## src/uft_defs.vh

```
// constants for the usb frame timing and done-queue block
`ifndef UFT_DEFS_VH
`define UFT_DEFS_VH
// apb byte addresses
`define UFT_ADDR_DONE_HEAD    32'h90101030
`define UFT_ADDR_FM_INTERVAL  32'h90101034
`define UFT_ADDR_FM_REMAINING 32'h90101038
`define UFT_ADDR_CONTROL      32'h90101100
`define UFT_ADDR_INT_STATUS   32'h90101104
`define UFT_ADDR_INT_ENABLE   32'h90101108
`define UFT_ADDR_INT_CLEAR    32'h9010110C
`define UFT_ADDR_AREA_BASE    32'h90101110
// field positions
`define UFT_FIT_BIT     31
`define UFT_LARGEST_PACKET_BUDGET_MSB   30
`define UFT_LARGEST_PACKET_BUDGET_LSB   16
`define UFT_FI_MSB      13
`define UFT_FI_LSB      0
`define UFT_FRT_BIT     31
`define UFT_DH_MSB      31
`define UFT_DH_LSB      4
`define UFT_AREA_LSB    8
`define UFT_CTRL_RUN    0
`define UFT_CTRL_RESET  1
`define UFT_INT_WDH     0
`define UFT_INT_SOF     1
`define UFT_INT_WIDTH   2
// reset values
`define UFT_FI_NOMINAL  14'h2EDF
`define UFT_LARGEST_PACKET_BUDGET_RESET 15'h0000
// memory layout offsets
`define UFT_LINK_OFS    32'h00000008
`define UFT_AREA_DH_OFS 32'h00000084
// bit-time rate: clock and full-speed bit rate in mhz
`define UFT_CLK_MHZ     7'd50
`define UFT_BIT_MHZ     7'd12
`endif

```

## src/uft_bit_tick.v

```verilog
// fractional divider producing one pulse per full-speed bit time
`timescale 1ns/10ps
`include "uft_defs.vh"
module uft_bit_tick (
  input  wire pclk,
  input  wire presetn,
  output reg  bit_tick
);
  reg  [6:0] acc;
  wire [6:0] sum = acc + `UFT_BIT_MHZ;

  // phase accumulator: 12 ticks per 50 clocks, jitter of one clock is harmless here
  always @(posedge pclk or negedge presetn) begin
    if (!presetn) begin
      acc      <= 7'h00;
      bit_tick <= 1'b0;
    end else if (sum >= `UFT_CLK_MHZ) begin
      acc      <= sum - `UFT_CLK_MHZ;
      bit_tick <= 1'b1;
    end else begin
      acc      <= sum;
      bit_tick <= 1'b0;
    end
  end
endmodule // uft_bit_tick

```

## src/uft_frame_timer.v

```verilog
// remaining-bit-time down counter, toggle copy and frame number
`timescale 1ns/10ps
`include "uft_defs.vh"
module uft_frame_timer (
  input  wire        pclk,
  input  wire        presetn,
  input  wire        soft_clear,
  input  wire        run,
  input  wire        bit_tick,
  input  wire [13:0] interval,
  input  wire        interval_toggle,
  output reg  [13:0] remaining_bit_time,
  output reg         remaining_toggle,
  output reg  [15:0] frame_number_count,
  output reg         frame_start
);
  // counter advances only on bit-time boundaries while running
  always @(posedge pclk or negedge presetn) begin
    if (!presetn) begin
      remaining_bit_time <= 14'h0000;
      remaining_toggle   <= 1'b0;
      frame_number_count <= 16'h0000;
      frame_start        <= 1'b0;
    end else if (soft_clear) begin
      remaining_bit_time <= 14'h0000;
      remaining_toggle   <= 1'b0;
      frame_number_count <= 16'h0000;
      frame_start        <= 1'b0;
    end else begin
      frame_start <= 1'b0;
      if (run && bit_tick) begin
        if (remaining_bit_time == 14'h0000) begin
          remaining_bit_time <= interval;
          frame_number_count <= frame_number_count + 16'h0001;
          frame_start        <= 1'b1;
        end else begin
          remaining_bit_time <= remaining_bit_time - 14'h0001;
          if (remaining_bit_time == 14'h0001)
            remaining_toggle <= interval_toggle;
        end
      end
    end
  end
endmodule // uft_frame_timer

```

## src/uft_frame_done_queue.v

```verilog
// usb host frame timing and done-queue head logic with apb registers
//
// Overview of operation
// - link completed descriptor to current head
// - head becomes completed descriptor address
// - head clears on write to shared area
// - head write-back sets sticky status flag
// - head in bits 31:4, read-only, low zero
// - packet budget counter loads each frame start
// - interval field resets to nominal 11999
// - controller reset restores nominal interval
// - remaining toggle copied when counter hits zero
// - remaining counter decrements each bit time
// - zero counter reloads interval next bit time
// - each reload increments wrapping frame number
//
// Local design decision: the APB interface to the registers.
`timescale 1ns/10ps
`include "uft_defs.vh"
module uft_frame_done_queue (
  input  wire        pclk,
  input  wire        presetn,
  // apb slave
  input  wire        psel,
  input  wire        penable,
  input  wire        pwrite,
  input  wire [31:0] paddr,
  input  wire [31:0] pwdata,
  output reg  [31:0] prdata,
  output reg         pready,
  output reg         pslverr,
  // completed descriptor offer from list processing
  input  wire        td_done_valid,
  input  wire [31:0] td_done_addr,
  output reg         td_done_ready,
  // request to write the head out to the shared area
  input  wire        writeback_request,
  // memory write master
  output reg         mem_req,
  output reg  [31:0] mem_addr,
  output reg  [31:0] mem_wdata,
  input  wire        mem_ack,
  // packet budget use: one bit moved per strobe
  input  wire        budget_bit_used,
  output reg  [14:0] largest_packet_count,
  // frame timing and interrupt outputs
  output wire        frame_start,
  output wire [15:0] frame_number_count,
  output reg         irq
);
  localparam S_IDLE  = 2'd0;
  localparam S_LINK  = 2'd1;
  localparam S_WBACK = 2'd2;

  reg  [1:0]  state;
  reg  [27:0] done_queue_head_addr;
  reg  [27:0] pending_td;
  reg         interval_toggle;
  reg  [14:0] largest_packet_budget;
  reg  [13:0] frame_interval;
  reg  [23:0] area_base;
  reg         frame_run;
  reg         soft_clear;
  reg  [`UFT_INT_WIDTH-1:0] int_status;
  reg  [`UFT_INT_WIDTH-1:0] int_enable;
  reg         wb_pending;
  reg  [31:0] next_rdata;
  reg         next_slverr;
  wire        bit_tick;
  wire [13:0] remaining_bit_time;
  wire        remaining_toggle;
  wire        apb_setup_end;
  wire        apb_done;
  wire        wr_en;
  wire        wb_take;
  wire        td_take;
  wire        link_done;
  wire        wback_done;
  wire [`UFT_INT_WIDTH-1:0] int_set;
  wire [`UFT_INT_WIDTH-1:0] int_clr;

  // bit-time pulse source
  uft_bit_tick u_tick (
    .pclk     (pclk),
    .presetn  (presetn),
    .bit_tick (bit_tick)
  );

  // frame counter, toggle and frame number
  uft_frame_timer u_timer (
    .pclk               (pclk),
    .presetn            (presetn),
    .soft_clear         (soft_clear),
    .run                (frame_run),
    .bit_tick           (bit_tick),
    .interval           (frame_interval),
    .interval_toggle    (interval_toggle),
    .remaining_bit_time (remaining_bit_time),
    .remaining_toggle   (remaining_toggle),
    .frame_number_count (frame_number_count),
    .frame_start        (frame_start)
  );

  // apb phases: one wait state, write commits at the pready edge
  assign apb_setup_end = psel & penable & ~pready;
  assign apb_done      = psel & penable & pready;
  assign wr_en         = apb_done & pwrite;

  // done-queue sequencer handshakes
  assign wb_take    = (state == S_IDLE) & ~soft_clear & wb_pending;
  assign td_take    = (state == S_IDLE) & ~soft_clear & ~wb_pending & td_done_valid;
  assign link_done  = (state == S_LINK) & mem_ack;
  assign wback_done = (state == S_WBACK) & mem_ack;

  // interrupt events and software clear
  assign int_set = {frame_start, wback_done};
  assign int_clr = (wr_en && paddr == `UFT_ADDR_INT_CLEAR) ?
                   pwdata[`UFT_INT_WIDTH-1:0] : {`UFT_INT_WIDTH{1'b0}};

  // read mux and error answer for unmapped addresses
  always @* begin
    next_rdata  = 32'h00000000;
    next_slverr = 1'b0;
    if (paddr == `UFT_ADDR_DONE_HEAD) begin
      next_rdata[`UFT_DH_MSB:`UFT_DH_LSB] = done_queue_head_addr;
    end else if (paddr == `UFT_ADDR_FM_INTERVAL) begin
      next_rdata[`UFT_FIT_BIT]                 = interval_toggle;
      next_rdata[`UFT_LARGEST_PACKET_BUDGET_MSB:`UFT_LARGEST_PACKET_BUDGET_LSB] = largest_packet_budget;
      next_rdata[`UFT_FI_MSB:`UFT_FI_LSB]       = frame_interval;
    end else if (paddr == `UFT_ADDR_FM_REMAINING) begin
      next_rdata[`UFT_FRT_BIT]           = remaining_toggle;
      next_rdata[`UFT_FI_MSB:`UFT_FI_LSB] = remaining_bit_time;
    end else if (paddr == `UFT_ADDR_CONTROL) begin
      next_rdata[`UFT_CTRL_RUN] = frame_run;
    end else if (paddr == `UFT_ADDR_INT_STATUS) begin
      next_rdata[`UFT_INT_WIDTH-1:0] = int_status;
    end else if (paddr == `UFT_ADDR_INT_ENABLE) begin
      next_rdata[`UFT_INT_WIDTH-1:0] = int_enable;
    end else if (paddr == `UFT_ADDR_INT_CLEAR) begin
      next_rdata = 32'h00000000; // write-only, reads zero
    end else if (paddr == `UFT_ADDR_AREA_BASE) begin
      next_rdata[31:`UFT_AREA_LSB] = area_base;
    end else begin
      next_slverr = 1'b1;
    end
  end

  // apb answer flops: data and error stand only in the pready cycle, zero otherwise
  always @(posedge pclk or negedge presetn) begin
    if (!presetn) begin
      pready  <= 1'b0;
      prdata  <= 32'h00000000;
      pslverr <= 1'b0;
    end else begin
      pready <= apb_setup_end;
      if (apb_setup_end) begin
        prdata  <= pwrite ? 32'h00000000 : next_rdata;
        pslverr <= next_slverr;
      end else begin
        // an error left standing past pready would look like a second answer
        prdata  <= 32'h00000000;
        pslverr <= 1'b0;
      end
    end
  end

  // control: run bit and self-clearing controller reset request
  always @(posedge pclk or negedge presetn) begin
    if (!presetn) begin
      frame_run  <= 1'b0;
      soft_clear <= 1'b0;
    end else begin
      soft_clear <= 1'b0;
      if (soft_clear) begin
        frame_run <= 1'b0;
      end else if (wr_en && paddr == `UFT_ADDR_CONTROL) begin
        frame_run  <= pwdata[`UFT_CTRL_RUN];
        soft_clear <= pwdata[`UFT_CTRL_RESET];
      end
    end
  end

  // frame interval register; software keeps the toggle discipline itself
  always @(posedge pclk or negedge presetn) begin
    if (!presetn) begin
      interval_toggle       <= 1'b0;
      largest_packet_budget <= `UFT_LARGEST_PACKET_BUDGET_RESET;
      frame_interval        <= `UFT_FI_NOMINAL;
    end else if (soft_clear) begin
      interval_toggle       <= 1'b0;
      largest_packet_budget <= `UFT_LARGEST_PACKET_BUDGET_RESET;
      frame_interval        <= `UFT_FI_NOMINAL;
    end else if (wr_en && paddr == `UFT_ADDR_FM_INTERVAL) begin
      // a rewrite mid-frame only takes hold at the next reload
      interval_toggle       <= pwdata[`UFT_FIT_BIT];
      largest_packet_budget <= pwdata[`UFT_LARGEST_PACKET_BUDGET_MSB:`UFT_LARGEST_PACKET_BUDGET_LSB];
      frame_interval        <= pwdata[`UFT_FI_MSB:`UFT_FI_LSB];
    end
  end

  // shared area base, 256-byte aligned
  always @(posedge pclk or negedge presetn) begin
    if (!presetn) begin
      area_base <= 24'h000000;
    end else if (soft_clear) begin
      area_base <= 24'h000000;
    end else if (wr_en && paddr == `UFT_ADDR_AREA_BASE) begin
      area_base <= pwdata[31:`UFT_AREA_LSB];
    end
  end

  // largest-data-packet counter: loaded each frame, counts bits down
  always @(posedge pclk or negedge presetn) begin
    if (!presetn) begin
      largest_packet_count <= 15'h0000;
    end else if (soft_clear) begin
      largest_packet_count <= 15'h0000;
    end else if (frame_start) begin
      largest_packet_count <= largest_packet_budget;
    end else if (budget_bit_used && largest_packet_count != 15'h0000) begin
      largest_packet_count <= largest_packet_count - 15'h0001;
    end
  end

  // write-back request is remembered until the sequencer takes it; a new one wins
  always @(posedge pclk or negedge presetn) begin
    if (!presetn) begin
      wb_pending <= 1'b0;
    end else if (soft_clear) begin
      wb_pending <= 1'b0;
    end else if (writeback_request) begin
      wb_pending <= 1'b1;
    end else if (wb_take) begin
      wb_pending <= 1'b0;
    end
  end

  // done-queue sequencer: write-back has priority so the area never goes stale
  always @(posedge pclk or negedge presetn) begin
    if (!presetn) begin
      state                <= S_IDLE;
      done_queue_head_addr <= 28'h0000000;
      pending_td           <= 28'h0000000;
      mem_req              <= 1'b0;
      mem_addr             <= 32'h00000000;
      mem_wdata            <= 32'h00000000;
      td_done_ready        <= 1'b0;
    end else if (soft_clear) begin
      state                <= S_IDLE;
      done_queue_head_addr <= 28'h0000000;
      mem_req              <= 1'b0;
      td_done_ready        <= 1'b0;
    end else begin
      td_done_ready <= 1'b0;
      case (state)
        S_IDLE: begin
          if (wb_take) begin
            state     <= S_WBACK;
            mem_req   <= 1'b1;
            mem_addr  <= {area_base, 8'h00} + `UFT_AREA_DH_OFS;
            mem_wdata <= {done_queue_head_addr, 4'h0};
          end else if (td_take) begin
            state         <= S_LINK;
            pending_td    <= td_done_addr[31:4];
            td_done_ready <= 1'b1;
            mem_req       <= 1'b1;
            mem_addr      <= {td_done_addr[31:4], 4'h0} + `UFT_LINK_OFS;
            mem_wdata     <= {done_queue_head_addr, 4'h0};
          end
        end
        S_LINK: begin
          if (link_done) begin
            mem_req              <= 1'b0;
            done_queue_head_addr <= pending_td;
            state                <= S_IDLE;
          end
        end
        S_WBACK: begin
          if (wback_done) begin
            mem_req              <= 1'b0;
            done_queue_head_addr <= 28'h0000000;
            state                <= S_IDLE;
          end
        end
        default: begin
          state   <= S_IDLE;
          mem_req <= 1'b0;
        end
      endcase
    end
  end

  // sticky status: an event in the clearing cycle survives
  always @(posedge pclk or negedge presetn) begin
    if (!presetn) begin
      int_status <= {`UFT_INT_WIDTH{1'b0}};
    end else if (soft_clear) begin
      int_status <= {`UFT_INT_WIDTH{1'b0}};
    end else begin
      int_status <= (int_status & ~int_clr) | int_set;
    end
  end

  // interrupt enable register
  always @(posedge pclk or negedge presetn) begin
    if (!presetn) begin
      int_enable <= {`UFT_INT_WIDTH{1'b0}};
    end else if (soft_clear) begin
      int_enable <= {`UFT_INT_WIDTH{1'b0}};
    end else if (wr_en && paddr == `UFT_ADDR_INT_ENABLE) begin
      int_enable <= pwdata[`UFT_INT_WIDTH-1:0];
    end
  end

  // level interrupt, registered so it lags status by one clock
  always @(posedge pclk or negedge presetn) begin
    if (!presetn) begin
      irq <= 1'b0;
    end else begin
      irq <= |(int_status & int_enable);
    end
  end
endmodule // uft_frame_done_queue

```

## config.mk

```make
export PLATFORM = sky130hd
export DESIGN_NAME = uft_frame_done_queue
export DESIGN_NICKNAME = d
export VERILOG_FILES = /design/src/uft_bit_tick.v /design/src/uft_frame_timer.v /design/src/uft_frame_done_queue.v
export VERILOG_INCLUDE_DIRS = /design/src /design/src/src
export SDC_FILE = /design/constraint.sdc
export NUM_CORES = 1
export LEC_CHECK = 0
export BUFFER_PORTS_ARGS = -buffer_cell sky130_fd_sc_hd__buf_2
export CAP_MARGIN = 20
export CORE_AREA = 2 2 170 172
export DETAILED_ROUTE_END_ITERATION = 8
export DIE_AREA = 0 0 172 174
export HOLD_SLACK_MARGIN = 0.12
export PLACE_DENSITY = 0.77
export SLEW_MARGIN = 25
export SYNTH_ARGS = -nofsm -noshare
export SYNTH_HDL_FRONTEND = slang
export SYNTH_HIERARCHICAL = 1
export SYNTH_SLANG_ARGS = --single-unit
```

## constraint.sdc

```tcl
create_clock -name pclk -period 5.3 [get_ports pclk]
set_clock_uncertainty 0.2 [all_clocks]
set_input_delay 1.325 -clock pclk [delete_from_list [all_inputs] [get_ports pclk]]
set_output_delay 1.325 -clock pclk [all_outputs]
set_load 0.05 [all_outputs]
```

* Word-level counts from Yosys, hierarchy flattened *
Cells that the tools add are included.

word-level totals
  output and inout bits = 133
  word-level logic and storage cells = 190
  bits of input ports = 105
  bits in registers = 275

operators by class
  reductions and logical operators = 28
  add/sub/neg operators = 7
  mux-type cells = 94
  equal/unequal tests = 15
  bitwise operators = 18
  $lt $le $gt $ge = 1

operators by type and width
  operator               count
  $eq 32x32->1 const B   8
  $mux 32                6
  $mux 28                4
  $mux 14                7
  $mux 24                4
  $mux 15                5
  $mux 16                4
  $mux 30                2
  $pmux 28 s2            1
  $mux 8                 6
  $mux 1                 37
  $add 32x4->32 const B  1
  $add 32x8->32 const B  1
  $mux 31                1
  $mux 2                 12
  $mux 17                1
  $add 16x1->16 const B  1
  $reduce_bool 2->1      8
  $reduce_bool 15->1     1
  $sub 15x1->15 const B  1
  $eq 14x1->1 const B    1
  $logic_not 14->1       1
  $sub 14x1->14 const B  1
  $reduce_and 3->1       4
  23 further kinds       45

* Depth between registers and ports, before layout *
Gate-level depths: netlist (run 1).

  depth after elaboration = 15
  mapped depth = 9

* Hierarchy *
Netlist (run 1), hierarchy kept.

by module, submodules not included
  module                cells an instance  area an instance (µm²)  instances  sequential area each (µm²)
  uft_frame_done_queue  1087               10107.2                 1          5744.3
  uft_frame_timer       209                1934.4                  1          800.8
  uft_bit_tick          39                 431.7                   1          175.2

* Least setup slack after synthesis (run 1) *
Ideal clock, no wire load.

  kind = in2reg
  start = input paddr[6]
  end = register prdata[0]
  setup time = 0.111 ns
  setup slack = 2.013 ns
  data required time = 4.989 ns
  buffers on the path = 1
  stages = 6
  data arrival time = 2.975 ns
  path through = or4_4 buf_6 or4_4 a2111oi_2 a31oi_1 a2111oi_2

between the ends
  cells in the longest elaborated chain, start to end = 9
  elaborated cells on any way between the ends = 14
  those cells by class = 6 x eq/ne; 8 x mux

ends and longest elaborated chain
  what                    RTL line                    RTL
  start: declaration      uft_frame_done_queue.v:27   input wire [31:0] paddr,
  $eq 32x32->1 (no line)  --
  $mux 2                  uft_frame_done_queue.v:137  end else if (paddr == `UFT_ADDR_INT_ENABLE) begin
  $mux 2                  uft_frame_done_queue.v:135  end else if (paddr == `UFT_ADDR_INT_STATUS) begin
  $mux 1                  uft_frame_done_queue.v:133  end else if (paddr == `UFT_ADDR_CONTROL) begin
  $mux 14                 uft_frame_done_queue.v:130  end else if (paddr == `UFT_ADDR_FM_REMAINING) begin
  $mux 14                 uft_frame_done_queue.v:126  end else if (paddr == `UFT_ADDR_FM_INTERVAL) begin
  $mux 4 *                uft_frame_done_queue.v:124  if (paddr == `UFT_ADDR_DONE_HEAD) begin
  $mux 32 *               uft_frame_done_queue.v:157  prdata <= pwrite ? 32'h00000000 : next_rdata;
  $mux 32 *               uft_frame_done_queue.v:156  if (apb_setup_end) begin
  end signal: assignment  uft_frame_done_queue.v:157
  end: declaration        uft_frame_done_queue.v:29   output reg [31:0] prdata,

Every way passes the cells marked *; elsewhere a longest branch is shown, timed or not.
A chain may end at the register's enable or synchronous reset.

* Final worst setup path (run 1) *
  start = input paddr[13]
  end = register frame_interval[0]

between the ends
  cells in the longest elaborated chain, start to end = 3

ends and longest elaborated chain
  what                         RTL line                    RTL
  $eq 32x32->1 (no line)       --
  $logic_and 1x1->1 (no line)  --
  $reduce_bool 2->1 (no line)  --
  end signal: assignment       uft_frame_done_queue.v:188  frame_interval <= `UFT_FI_NOMINAL;
  end signal: assignment       uft_frame_done_queue.v:192  frame_interval <= `UFT_FI_NOMINAL;
  end signal: assignment       uft_frame_done_queue.v:197  frame_interval <= pwdata[`UFT_FI_MSB:`UFT_FI_LSB];
  end: declaration             uft_frame_done_queue.v:60   reg [13:0] frame_interval;

No other way between the ends.

==> results of run 1 <==
[layout by cell type, fill, tap and decap left out, types with 21 or more instances in the layout]
cell       instances
a21oi_1           71
a22oi_1           32
buf_2            226
clkbuf_16         29
dfrtp_1          256
inv_1             21
nand2_1          378
nor2_1            79
nor3_1            26
nor4_1            22
o21ai_0           62
[logic make-up after synthesis]
family / count (synthesis) / share of synthesized area [%]
multiplexers: 15 / 1.21
AND/OR/NAND/NOR: 642 / 24.3
other: 1 / 0.0301
adder cells (fa/ha/maj): 9 / 0.903
AO/OA/AOI/OAI: 260 / 13.5
XOR/XNOR: 29 / 2.16
flip-flops: 268 / 53.9
buffers and inverters: 111 / 4.07
[routing by layer]
| layer | GRT usage [%] | up-vias | part of all wire (%) |
|---|---|---|---|
| met4 | 6.62 | 6 | 2.6 |
| met2 | 39.3 | 411 | 48 |
| met1 | 32.3 | 5294 | 41 |
| met5 | 0 | - | 0.11 |
| li1 | - | 4950 | - |
| met3 | 5.21 | 61 | 7.4 |
[registers in the layout, indices dropped and copies added, names as in the netlist, 2 cells and up]
signal,cells
int_enable,2
u_tick/acc,6
int_status,2
frame_interval,14
done_queue_head_addr,28
mem_addr,30
prdata,32
pending_td,28
u_timer/remaining_bit_time,14
area_base,24
largest_packet_count,15
largest_packet_budget,15
state,2
u_timer/frame_number_count,16
mem_wdata,28
[worst max-delay path: cells and delay by family]
| family | cells | cell delay, ns |
|---|---|---|
| buffers and inverters | 1 | 0.09 |
| AO/OA/AOI/OAI | 1 | 0.50 |
| AND/OR/NAND/NOR | 3 | 1.90 |
[worst max path at each step]
stage | end | slack [ns] | cells after the start
after floorplan | prdata[0] | 2.01 | 6
after global placement | frame_interval[1] | 1.28 | 5
after detailed placement | frame_interval[1] | 1.27 | 5
after CTS | mem_addr[9] | 1.74 | 6
after global routing | prdata[8] | 1.60 | 6
final | frame_interval[0] | 1.76 | 5
[where the power goes]
part | internal, mW | switching [mW]
clock | 1.16 | 0.828
combinational | 0.406 | 1.25
sequential | 2.37 | 0.238
total | 3.93 | 2.31
[cell type report]
| type | instances | share of cell area, % |
|---|---|---|
| multi-input cells | 961 | 35.9 |
| repair buffers | 238 | 8.49 |
| well taps | 384 | 3.25 |
| diodes | 2 | 0.0339 |
| clock inverters | 2 | 0.339 |
| clock buffers | 52 | 5.90 |
| inverters | 23 | 0.584 |
| flip-flops and latches | 268 | 45.5 |
==> impl_summary.txt, run 1 <==
----------------------------------------------------
[Global route]
  Maximum number of pins on one net before global-route repair ... around 110
  Number of antenna violations at the first check in global routing ... 5
  Via count of the first global-routing pass ... around 11000
  Global-route total usage across every layer ... 24.0%
  Congestion Overflow GR ... 0
  First-pass GRT wire length ... 57100 um

[STA]
  Actual slew at the worst max-slew pin ... 0.986 ns
  Worst slew margin ... approximately a third
  Number of pins with negative max-slew slack in the final report ... 0
  Final Worst Setup Slack ... ~1.8 ns
  Setup repair after global routing missed its margin ... no
  Number of failing hold endpoints at the final stage ... 0
  Final count of negative-setup-slack endpoints ... 0
  Setup tns final ... 0 ns
  Min Clock Period, post-route ... 3.54 ns
  Fin crit share ... between 60% and 70%
  Worst hold slack across all endpoints ... around 0.27 ns
  Upper clock frequency limit ... about 280 MHz

[Yosys]
  Synth top area cells ... dfrtp_1 52%, nand2_1 11%, a21oi_1 2.9%
  Number of enable-type register cells in the synthesized netlist ... 0
  Synth unique cells ... 74
  Area of the mapped netlist ... around 12000 um^2
  Most common cell in the synthesized netlist ... nand2_1
  Commonest cells post-synth ... 378 x nand2_1, 257 x dfrtp_1, 79 x nor2_1, 73 x a21oi_1
  Synthesized instance count ... 1335
  Synthesis warning total ... 6
  Proportion of netlist area held by the largest area contributor ... between 50% and 60%
  Cell taking the most area after synthesis ... dfrtp_1
  Top_reg_cell synth ... dfrtp_1
  Proportion of synthesized chip area in sequential cells ... a little over half
  Post-synthesis area per instance ... 9.34 um^2
  #FFs+latches synth ... 268
  Fraction of synthesis flops using an asynchronous set or reset pin ... 100%

[Worst setup path]
  Critical path fanouts, max ... 32
  Ordered list of cells on the worst path ... buf_2 > or4b_1 > nor4_4 > nand3_2 > a211o_1
  Kind of end point of the critical path ... register
  Delay of the slowest critical-path stage ... 0.73 ns
  Classification of the worst setup path ... input pin to register
  Critical Path Start Type ... input pin
  Number of cell instances on the worst register-to-register path ... 6
  CP Launch Point ... paddr[13]
  Startpoint of the worst-slack reg-to-reg timing path ... soft_clear
  Crit path DAT ... around 3.8 ns
  Slack of the worst reg-to-reg path ... 2.17 ns
  Worst path required time ... between 5 and 6 ns
  Worst-path cell with the longest stage delay ... or4b_1
  FF-to-FF End ... pending_td[5]

[Placement]
  Area after detailed placement ... 13800 um^2
  Worst-case setup slack after placement ... 1.27 ns
  Hpwl dp ... 24800 um
  GP Congestion ... roughly 0.9
  Port Buffer Count ... 227
  Number of cells in the design after placement ... 1874

[Die]
  Die area ... 29900 um^2
  # IOs ... 238
  Row count ... 62
  Placeable core region ... 28200 um^2
  Initial cell density of the core ... 44.2%
  Horizontal die dimension ... 172 um
  Die height ... around 170 um

[Routing]
  Total wire length ... 35700 um
  Starting DRC count in detailed routing ... 899
  Wire per inst ... 18.5 um
  Remaining routing DRC violations ... 0
  DRT Pass-1 Iters ... 6
  Residual antenna-violating net count after detailed routing ... 0
  Total via count after detailed routing ... approximately 11000
  Per-cell via count in the routed design ... 5.56

[Cells and area]
  Sequential standard cell area ... a little under 7000 um^2
  Nets@finish ... roughly 1600
  Fraction of final layout cells sized beyond drive strength 1 ... 22.3%
  Number of fill cells ... 2647
  Signed area change from the synthesized netlist to the final layout ... 18.5%
  Multi-input combinational cell area ... ~5300 um^2
  Layout Cells excl Fill ... 1930
  Utilization after layout ... 52.3%
  Area of all placed cells without fillers ... 14800 um^2

[Clock network]
  Number of setup buffers added after CTS ... 0
  CTS max path bufs ... 3
  Clk_lat worst skew ... 0.56 ns
  Buffer type at the clock tree root ... clkbuf_16
  Number of sinks on the clock net ... 268
  CTS tree ... built
  Hold buffers post-CTS ... 0
  Number of CTS-inserted buffers ... 29
  CTS H-Tree Depth ... 1
  Post-CTS Resized ... 0
  Clock transition at path regs ... 0.06 ns

[Flow run]
  Max_cap viols ... 0

[Pwr]
  Worst IR Drop VDD ... 318 uV
  Power density normalized to cell area ... 423 nW/um^2
  Leakage ... between 7 and 8 nW
  Total Power Consumption ... 6.25 mW

[Hold path]
  Hold Crit Depth ... 2
  Class of the tightest hold or removal check ... register to register
  Hold worst-path end ... mem_wdata[10]
  Startpoint of the lowest-slack hold path ... mem_wdata[10]

[Status]
  Outcome ... complete, no violations

----------------------------------------------------
Note: power is estimated with default switching activity, not from simulation.
==> run 2, diff against run 1 <==
==> constraint.sdc (replaced) <==
create_clock -name pclk -period 3.59 [get_ports pclk]
set_clock_uncertainty 0.2 [all_clocks]
set_input_delay 0.8975 -clock pclk [delete_from_list [all_inputs] [get_ports pclk]]
set_output_delay 0.8975 -clock pclk [all_outputs]
set_load 0.05 [all_outputs]
==> run 2 against run 1 <==
Effect of this change:
- routed wire length is 0.55% lower
- core utilization is 1.2 points higher
- sequential power is 48% higher
- hold slack worse by 0.14 ns
- critical path depth is 1 higher
- via count is 0.28% higher
- critical endpoint is now u_timer/frame_number_count[15]
- first-iteration DRC count is 0.78% lower
- worst setup slack worse by 0.93 ns
- combinational power is 50% higher
- sequential share of layout area is 1.0 points lower
- non-clock buffer count is 21 higher
==> impl_summary.txt, run 2 (same netlist as run 1, synthesis figures left out) <==
----------------------------------------------------
[Worst setup path]
  Ordered list of cells on the worst path ... inv_1 > ha_1 > or3b_1 > or4_4 > or3_1 > a21oi_1
  Worst path required time ... a little under 4 ns
  Startpoint of the worst-slack reg-to-reg timing path ... u_timer/remaining_bit_time[0]
  Worst path buffer plus inverter count ... 1
  Classification of the worst setup path ... register to register
  Top delay family on crit path ... simple AND/OR/NAND/NOR gates
  Delay of the slowest critical-path stage ... 0.62 ns
  Worst-path cell with the longest stage delay ... or4_4
  CP Launch Point ... u_timer/remaining_bit_time[0]
  Kind of end point of the critical path ... register
  Critical path fanouts, max ... 12
  Crit path DAT ... 3.03 ns
  Critical Path Start Type ... register

[Pwr]
  Internal power summed over all cells ... 6.23 mW
  Clock network fraction of design power ... 34.5%
  Sw power ... 3.42 mW
  Leakage ... 7.38 nW
  Power density normalized to cell area ... 639 nW/um^2
  Share of power burned in combinational logic ... 25.7%
  Net switching share of the total power ... 35.4%
  Sequential power share ... 39.8%
  Worst IR Drop VDD ... about 450 uV

[Clock network]
  Hold buffers post-CTS ... 0
  Number of sinks on the clock net ... roughly 270
  CTS H-Tree Depth ... 1
  CTS tree ... built
  Clk_lat worst skew ... 0.56 ns
  Buffer type at the clock tree root ... clkbuf_16
  CTS max path bufs ... 3
  Number of CTS-inserted buffers ... 28
  Post-CTS Resized ... 0
  Clock transition at path regs ... around 0.070 ns
  Number of setup buffers added after CTS ... 0

[Placement]
  Number of cells in the design after placement ... ~1900
  Hpwl dp ... 25400 um
  Port Buffer Count ... 227
  GP Congestion ... 0.899
  Worst-case setup slack after placement ... 0.334 ns

[Status]
  Outcome ... complete, no violations

[Die]
  Die height ... about 170 um
  Row count ... 62
  Die area ... 29900 um^2
  Placeable core region ... between 20000 and 30000 um^2
  # IOs ... between 200 and 250
  Horizontal die dimension ... 172 um
  Initial cell density of the core ... 44.2%

[Global route]
  Maximum number of pins on one net before global-route repair ... 84
  Via count of the first global-routing pass ... between 10000 and 15000
  Number of antenna violations at the first check in global routing ... 6
  First-pass GRT wire length ... 56800 um
  Congestion Overflow GR ... 0
  Global-route total usage across every layer ... roughly a quarter

[Routing]
  Total via count after detailed routing ... between 10000 and 15000
  Starting DRC count in detailed routing ... 892
  Residual antenna-violating net count after detailed routing ... 0
  Per-cell via count in the routed design ... 5.52
  Wire per inst ... 18.2 um
  DRT Pass-1 Iters ... 6
  Total wire length ... 35500 um
  Remaining routing DRC violations ... 0

[Cells and area]
  Commonest cells after routing, fill and taps aside ... 378 x nand2_1, 256 x dfrtp_1, 226 x buf_2
  Nets@finish ... 1655
  Max reg flops ... 32
  Layout Cells excl Fill ... 1949
  Utilization after layout ... a little over half
  Number of fill cells ... 2595
  Fraction of final layout cells sized beyond drive strength 1 ... 23.8%
  Signed area change from the synthesized netlist to the final layout ... 21.2%
  Registers with the highest flip-flop counts ... prdata (32), mem_addr (30)
  Top reg by flops ... prdata
  Most common cell after layout, fill and taps aside ... nand2_1

[STA]
  Final Worst Setup Slack ... 0.827 ns
  Upper clock frequency limit ... 362 MHz
  Actual slew at the worst max-slew pin ... 0.935 ns
  Setup repair after global routing missed its margin ... no
  Number of pins with negative max-slew slack in the final report ... 0
  Fin crit share ... 77.0%
  Final count of negative-setup-slack endpoints ... 0
  Worst slew margin ... between 30% and 40%
  Setup tns final ... 0 ns
  Min Clock Period, post-route ... about 2.8 ns
  Number of failing hold endpoints at the final stage ... 0

[Hold path]
  Class of the tightest hold or removal check ... input pin to asynchronous set/reset pin

[Flow run]
  Max_cap viols ... 0

----------------------------------------------------
==> run 2: changes by cell type in the layout (fill, tap and decap cells not counted), sizes merged <==
cell	before	now
clkbuf	52	39
clkinv	1	4
bufinv	1	7
inv	23	22
diode	2	3
buf	238	259
clkinvlp	0	2
==> run 2: per-layer routing <==
metal / track usage (%) / vias to the layer above / part of all wire (%)
met5: 0 / - / 0.079
met4: 4.59 / 4 / 1.9
met3: 4.42 / 57 / 7.2
met2: 40.8 / 371 / 50
met1: 31.7 / 5330 / 41
li1: - / 4990 / -
==> run 2: worst register-to-register path: stages (launching register included) <==
cell	delay [ns]
dfrtp_1	0.43
inv_1	0.10
ha_1	0.23
or3b_1	0.58
or4_4	0.63
or3_1	0.37
a21oi_1	0.15
==> run 2: layout make-up <==
cell class	instances	area (um^2)	share of cell area [%]
diodes	3	7.51	0.0497
clock buffers	39	812	5.37
clock inverters	12	265	1.75
inverters	23	86.3	0.571
multi-input cells	961	5300	35.0
flip-flops and latches	268	6720	44.5
well taps	384	480	3.18
repair buffers	259	1450	9.58
==> run 2: path summary, 6_finish.rpt <==
kind | end | slack (ns) | cells past startpoint
max reg2reg | u_timer/frame_number_count[15] | 0.83 | 6
min reg2reg | mem_wdata[11] | 0.27 | 2
max in group asynchronous | largest_packet_count[6] | 2.20 | 2
min in group pclk | mem_wdata[11] | 0.27 | 2
min | mem_addr[21] | 0.14 | 1
max | u_timer/frame_number_count[15] | 0.83 | 6
==> run 2: metrics by stage <==
step                power (mW)  area (um^2)  hold WS (ns)
floorplan                 5.57        12500         0.246
global placement          6.33        14000         0.257
detailed placement        6.39        14000         0.258
CTS                       9.72        15100         0.146
global route              10.1        15100         0.165
finish                    9.65        15100         0.137
==> run 2: power by group through the flow <==
stage	sequential, mW	combinational, mW	clock (mW)
final	3.85	2.48	3.33
after global routing	3.91	2.71	3.50
after floorplan	4.62	0.959	0
after global placement	3.88	2.45	0
after detailed placement	3.89	2.50	0
after CTS	3.85	2.51	3.37
